==> src/verilog/pin_change_pkg.sv <==
package pin_change_pkg;
  localparam int unsigned PIN_COUNT = 8;
  localparam int unsigned ADDR_WIDTH = 12;
  // byte addresses of the register words
  localparam logic [11:0] OFFSET_RISING = 12'h000;
  localparam logic [11:0] OFFSET_FALLING = 12'h004;
  localparam logic [11:0] OFFSET_FLAGS = 12'h008;
  localparam logic [11:0] OFFSET_CONTROL = 12'h00C;
  // interrupt_control_reg fields
  localparam int unsigned CTRL_SUMMARY_BIT = 0;
  localparam int unsigned CTRL_MASTER_BIT = 4;
  localparam logic [7:0] RESET_BYTE = 8'h00;
  localparam logic [31:0] READ_ZERO = 32'h00000000;
  typedef enum logic [1:0] {
    ACC_IDLE = 2'b00,
    ACC_SETUP = 2'b01,
    ACC_ACCESS = 2'b10
  } apb_phase_t;
endpackage

==> src/verilog/pin_sync.sv <==
`timescale 1ns/1ps
`default_nettype none
// two-stage synchroniser with a third stage kept for edge comparison
module pin_sync #(
  parameter int unsigned WIDTH = 8
) (
  input wire logic pclk,
  input wire logic presetn,
  input wire logic [WIDTH-1:0] raw,
  output logic [WIDTH-1:0] synced,
  output logic [WIDTH-1:0] previous
);
  logic [WIDTH-1:0] meta;

  always_ff @(posedge pclk or negedge presetn) begin
    if (!presetn) begin
      meta <= '0;
      synced <= '0;
      previous <= '0;
    end else begin
      meta <= raw;
      synced <= meta;
      previous <= synced;
    end
  end
endmodule
`default_nettype wire

==> src/verilog/edge_cell.sv <==
`timescale 1ns/1ps
`default_nettype none
// per-pin rising and falling detectors
module edge_cell #(
  parameter int unsigned WIDTH = 8
) (
  input wire logic [WIDTH-1:0] synced,
  input wire logic [WIDTH-1:0] previous,
  input wire logic [WIDTH-1:0] rising_edge_enable,
  input wire logic [WIDTH-1:0] falling_edge_enable,
  output logic [WIDTH-1:0] hit
);
  genvar i;
  generate
    for (i = 0; i < WIDTH; i++) begin : g_pin
      // either detector may fire; both enabled gives any-polarity sense
      assign hit[i] = (rising_edge_enable[i] & synced[i] & ~previous[i])
        | (falling_edge_enable[i] & ~synced[i] & previous[i]);
    end
  endgenerate
endmodule
`default_nettype wire

==> src/verilog/pin_change_edge_detector.sv <==
`timescale 1ns/1ps
`default_nettype none
// Operation
// - per-pin rising detector gated by enable
// - per-pin falling detector gated by enable
// - both enables detect either polarity
// - only enabled edges or a written one set pin flag
// - interrupt needs a flag and master enable
// - summary flag is OR of flags
// - writing zero clears a flag
// - edge during write keeps flag set
// - enabled edge in sleep requests wake when master enable is set
// - sleep edge recorded before resuming
// - rising enable 8 bits, reset zero
// - falling enable 8 bits, reset zero
// - flag register RW, hardware set, reset zero
// - detection continues with master enable off
// - master enable lives in control register
module pin_change_edge_detector #(
  parameter int unsigned PINS = pin_change_pkg::PIN_COUNT
) (
  // clock and reset
  input wire logic pclk,
  input wire logic presetn,
  // apb slave
  input wire logic psel,
  input wire logic penable,
  input wire logic pwrite,
  input wire logic [pin_change_pkg::ADDR_WIDTH-1:0] paddr,
  input wire logic [31:0] pwdata,
  input wire logic [3:0] pstrb,
  output logic [31:0] prdata,
  output logic pready,
  output logic pslverr,
  // port pins and system
  input wire logic [PINS-1:0] sensed_port,
  input wire logic sleep_active,
  output logic change_irq,
  output logic wake_request
);
  logic [PINS-1:0] rising_edge_enable;
  logic [PINS-1:0] falling_edge_enable;
  logic [PINS-1:0] edge_detected_flags;
  logic change_irq_master_enable;
  logic [PINS-1:0] synced;
  logic [PINS-1:0] previous;
  logic [PINS-1:0] hit;
  logic change_irq_summary_flag;
  logic setup_phase;
  logic wr_fire;
  logic rd_fire;
  logic byte0;
  logic mapped;
  logic [31:0] next_rdata;

  pin_sync #(.WIDTH(PINS)) u_sync (
    .pclk(pclk),
    .presetn(presetn),
    .raw(sensed_port),
    .synced(synced),
    .previous(previous)
  );

  edge_cell #(.WIDTH(PINS)) u_edge (
    .synced(synced),
    .previous(previous),
    .rising_edge_enable(rising_edge_enable),
    .falling_edge_enable(falling_edge_enable),
    .hit(hit)
  );

  // the slave adds no wait state; pready rises in the first access cycle and read data comes from a flop
  assign setup_phase = psel & ~penable;
  assign wr_fire = psel & penable & pready & pwrite;
  assign rd_fire = psel & penable & pready & ~pwrite;
  assign byte0 = pstrb[0];
  assign mapped = (paddr == pin_change_pkg::OFFSET_RISING)
    | (paddr == pin_change_pkg::OFFSET_FALLING)
    | (paddr == pin_change_pkg::OFFSET_FLAGS)
    | (paddr == pin_change_pkg::OFFSET_CONTROL);
  assign change_irq_summary_flag = |edge_detected_flags;

  always_ff @(posedge pclk or negedge presetn) begin
    if (!presetn) begin
      pready <= 1'b0;
    end else begin
      pready <= setup_phase;
    end
  end

  always_ff @(posedge pclk or negedge presetn) begin
    if (!presetn) begin
      pslverr <= 1'b0;
    end else begin
      pslverr <= setup_phase & ~mapped;
    end
  end

  always_ff @(posedge pclk or negedge presetn) begin
    if (!presetn) begin
      rising_edge_enable <= '0;
      falling_edge_enable <= '0;
      change_irq_master_enable <= 1'b0;
    end else if (wr_fire && byte0) begin
      case (paddr)
        pin_change_pkg::OFFSET_RISING: rising_edge_enable <= pwdata[PINS-1:0];
        pin_change_pkg::OFFSET_FALLING: falling_edge_enable <= pwdata[PINS-1:0];
        pin_change_pkg::OFFSET_CONTROL: begin
          change_irq_master_enable <= pwdata[pin_change_pkg::CTRL_MASTER_BIT];
        end
        default: begin
        end
      endcase
    end
  end

  // flags: a detected edge wins over any software write in the same cycle;
  // sensing runs whether or not the master enable is set, and in sleep too
  always_ff @(posedge pclk or negedge presetn) begin
    if (!presetn) begin
      edge_detected_flags <= '0;
    end else if (wr_fire && byte0 && paddr == pin_change_pkg::OFFSET_FLAGS) begin
      edge_detected_flags <= pwdata[PINS-1:0] | hit;
    end else begin
      edge_detected_flags <= edge_detected_flags | hit;
    end
  end

  always_comb begin
    next_rdata = pin_change_pkg::READ_ZERO;
    case (paddr)
      pin_change_pkg::OFFSET_RISING: next_rdata[PINS-1:0] = rising_edge_enable;
      pin_change_pkg::OFFSET_FALLING: next_rdata[PINS-1:0] = falling_edge_enable;
      pin_change_pkg::OFFSET_FLAGS: next_rdata[PINS-1:0] = edge_detected_flags;
      pin_change_pkg::OFFSET_CONTROL: begin
        next_rdata[pin_change_pkg::CTRL_MASTER_BIT] = change_irq_master_enable;
        next_rdata[pin_change_pkg::CTRL_SUMMARY_BIT] = change_irq_summary_flag;
      end
      default: next_rdata = pin_change_pkg::READ_ZERO;
    endcase
  end

  always_ff @(posedge pclk or negedge presetn) begin
    if (!presetn) begin
      prdata <= pin_change_pkg::READ_ZERO;
    end else if (setup_phase && !pwrite) begin
      prdata <= next_rdata;
    end
  end

  // the irq follows the flags OR hit, so it rises with a flag set by an edge and comes from a flop
  always_ff @(posedge pclk or negedge presetn) begin
    if (!presetn) begin
      change_irq <= 1'b0;
    end else begin
      change_irq <= change_irq_master_enable & (|(edge_detected_flags | hit));
    end
  end

  always_ff @(posedge pclk or negedge presetn) begin
    if (!presetn) begin
      wake_request <= 1'b0;
    end else begin
      wake_request <= sleep_active & change_irq_master_enable & (|hit);
    end
  end
endmodule
`default_nettype wire

==> config.mk <==
export PLATFORM = sky130hd
export DESIGN_NAME = pin_change_edge_detector
export DESIGN_NICKNAME = d
export VERILOG_FILES = /design/src/verilog/pin_change_pkg.sv /design/src/verilog/pin_sync.sv /design/src/verilog/edge_cell.sv /design/src/verilog/pin_change_edge_detector.sv
export SDC_FILE = /design/constraint.sdc
export NUM_CORES = 1
export LEC_CHECK = 0
export ABC_AREA = 1
export BUFFER_PORTS_ARGS = -buffer_cell sky130_fd_sc_hd__buf_4
export CAP_MARGIN = 10
export CORE_MARGIN = 3
export CORE_UTILIZATION = 45
export DETAILED_ROUTE_END_ITERATION = 6
export MAX_ROUTING_LAYER = met4
export PLACE_DENSITY_LB_ADDON = 0.08
export RECOVER_POWER = 50
export REMOVE_ABC_BUFFERS = 1
export SLEW_MARGIN = 20
export SYNTH_ARGS = -nofsm -noshare
export SYNTH_HDL_FRONTEND = slang
export SYNTH_HIERARCHICAL = 1
export SYNTH_SLANG_ARGS = --single-unit
==> constraint.sdc <==
create_clock -name pclk -period 1.7 [get_ports pclk]
set_input_delay 0.34 -clock pclk [delete_from_list [all_inputs] [get_ports pclk]]
set_output_delay 0.34 -clock pclk [all_outputs]
set_load 0.01 [all_outputs]
==> run_results.csv <==
group,metric,value,unit
pwr,power_density,910,nW/µm²
sta,finalSetupViolCount,0,
worst_hold_path,holdPathStages,1,
synth,ys_types,30,
global_route,overflow,0,
synth,netlist_instances,322,
worst_hold_path,hp-class,"input pin to flop",
routing,dr.pass1.iters,4,
sta,min_period_over_period,0.851,
cts,cts_inserted_buffers,9,
cts,cts.clk_slew.worst_paths,0.07,ns
global_route,grt_max_degree,51,
placed_design,io_buffers,46,
setup_path,crit_end,"change_irq",
setup_path,path_max_fanout,3,
sta,tns,0,ns
routing,routed_wl,6020,µm
setup_path,end_kind,"flop",
setup_path,r2r_setup_slack,0.25,ns
setup_path,r2r_cells,5,
die,die_w,87.4,µm
finish,layout.nets,443,
global_route,antenna_found_initial,0,
global_route,grt_pass1_vias,2149,
placed_design,dp_hpwl,4390,µm
sta,finalCriticalPeriod,1.45,ns
finish,layout_common_cells,"nand2_1 (66), dfrtp_1 (61), nand3_1 (48)",
cts,clockRootBuffer,"clkbuf_8",
die,initial_core_util,0.467,
die,rows,29,
routing,drt_iter0_drc,123,
run_status,status,"complete, no violations",
routing,wl_per_cell,13.0,µm
die,ioPinCount,98,
cts,cts_tree,"yes",
die,die-height,87.4,µm
finish,areaGrowthSynthToFinish,19.9,%
synth,yosysSeqAreaShare,0.512,
synth,netlist_area,2980,µm²
global_route,grt_first_pass_wirelength,10000,µm
sta,final_hold_viol_count,0,
finish,final_common_cell,"nand2_1",
setup_path,r2r_start,"falling_edge_enable[7]",
pwr,peakVddDrop,605,µV
cts,cts.sink_count,61,
sta,fin_worst_skew,0.00638,ns
sta,rsz0062_at_grt,"false",
global_route,grt_use_total,0.182,
finish,diodes,0,
die,dieArea,7640,µm²
synth,avgSynthCellArea,9.26,µm²
sta,slew_headroom,0.562,
routing,antenna_left,0,
die,core_area,6390,µm²
finish,drive_gt1_frac,0.259,
sta,worst_slew_pin_slew,0.657,ns
sta,drv_slew,0,
worst_hold_path,hp-start,"sensed_port[2]",
cts,clock_latency,0.34,ns
placed_design,gp_congestion,0.825,
sta,max_freq,0.692,GHz
routing,route.detailed.drc,0,
routing,viasPerCell,4.78,
setup_path,cp.arrival,1.63,ns
setup_path,setup.worst_path.start_class,"flop",
pwr,p_leak,0.00202,µW
synth,yosys_warnings,6,
setup_path,required,1.88,ns
routing,vias,2211,
setup_path,r2r_end,"change_irq",
synth,synth-seq-cells,61,
setup_path,worst-setup-path-type,"flop to flop",
sta,worst_hold_slack,0.123,ns
setup_path,cp-startpoint,"falling_edge_enable[7]",
cts,cts_max_path_buffers,2,
run,maxCapViolations,0,
cts,h-tree-depth,3,
per-layer routing:
layer	routed length, µm	GRT usage
met5	0	-
met3	321	0.0397
met2	2760	0.271
met1	2730	0.227
met4	206	0.106
cell usage after synthesis (all sizes together):
library cell	n	share of area
nor4	2	0.0042
or2	4	0.0084
and3	1	0.0021
o21ai	27	0.055
o211ai	1	0.0025
nor2	25	0.063
buf	30	0.082
o21a	8	0.020
a41oi	1	0.0029
nand3	49	0.086
nor3	2	0.0050
a21oi	1	0.0017
inv	36	0.045
and2	1	0.0021
conb	1	0.0013
nand2	71	0.099
nand3b	1	0.0067
dfrtp	61	0.51
flip-flops by register name (all words and copies together), names as in the netlist, 8 cells and up:
register / flops
edge_detected_flags: 8
falling_edge_enable: 8
prdata: 8
rising_edge_enable: 8
u_sync/meta: 8
u_sync/previous: 8
u_sync/synced: 8
power breakdown:
group          switching [µW]  total, µW  internal (µW)  leakage [µW]
logic                     116        189           73.3       0.00113
registers                14.8       1500           1480      0.000763
clock network             550       1560           1010      0.000121
timing repair:
action	4_1_cts	5_1_grt
hold endpoints to repair	11	0
hold buffers	1	0
gates resized for setup	0	0
setup buffers	0	0
area by class of cell:
class | instances | area, µm²
flip-flops and latches | 61 | 1530
clock buffers | 12 | 145
clock inverters | 4 | 95.1
inverters | 36 | 135
well taps | 77 | 96.3
fillers | 620 | 2810
multi-input cells | 218 | 1160
repair buffers | 55 | 415
critical path: stages, from the launching register on:
cell and delay (ns):
dfrtp_1 0.41, nand3_1 0.09, nand2_1 0.10, or2_2 0.30, nor3_1 0.21, a41oi_1 0.18
logic make-up after synthesis:
kind of cell / Yosys count / share of synthesized area
other: 1 / 0.00126
AND/OR/NAND/NOR: 156 / 0.276
flip-flops: 61 / 0.512
AO/OA/AOI/OAI: 38 / 0.0827
buffers and inverters: 66 / 0.128
through the flow:
step           cells  utilization  setup WS (ns)  cell area, µm²  total power [µW]
2_1_floorplan    315            -          0.381            2820              1590
3_3_place_gp     446        0.522          0.196            3340              1720
3_5_place_dp     446        0.522          0.194            3340              1720
4_1_cts          463        0.562          0.257            3590              3300
5_1_grt          463        0.560         0.0870            3570              3380
6_report         463        0.560          0.254            3570              3250
worst min-delay path by stage:
stage                                end  slack (ns)
final                     u_sync/meta[2]        0.12
after global routing      u_sync/meta[5]        0.11
after CTS                 u_sync/meta[7]        0.09
after detailed placement       prdata[6]        0.19
after global placement         prdata[6]        0.20
after floorplan               change_irq        0.04
Power figures use the tool's default switching activity.
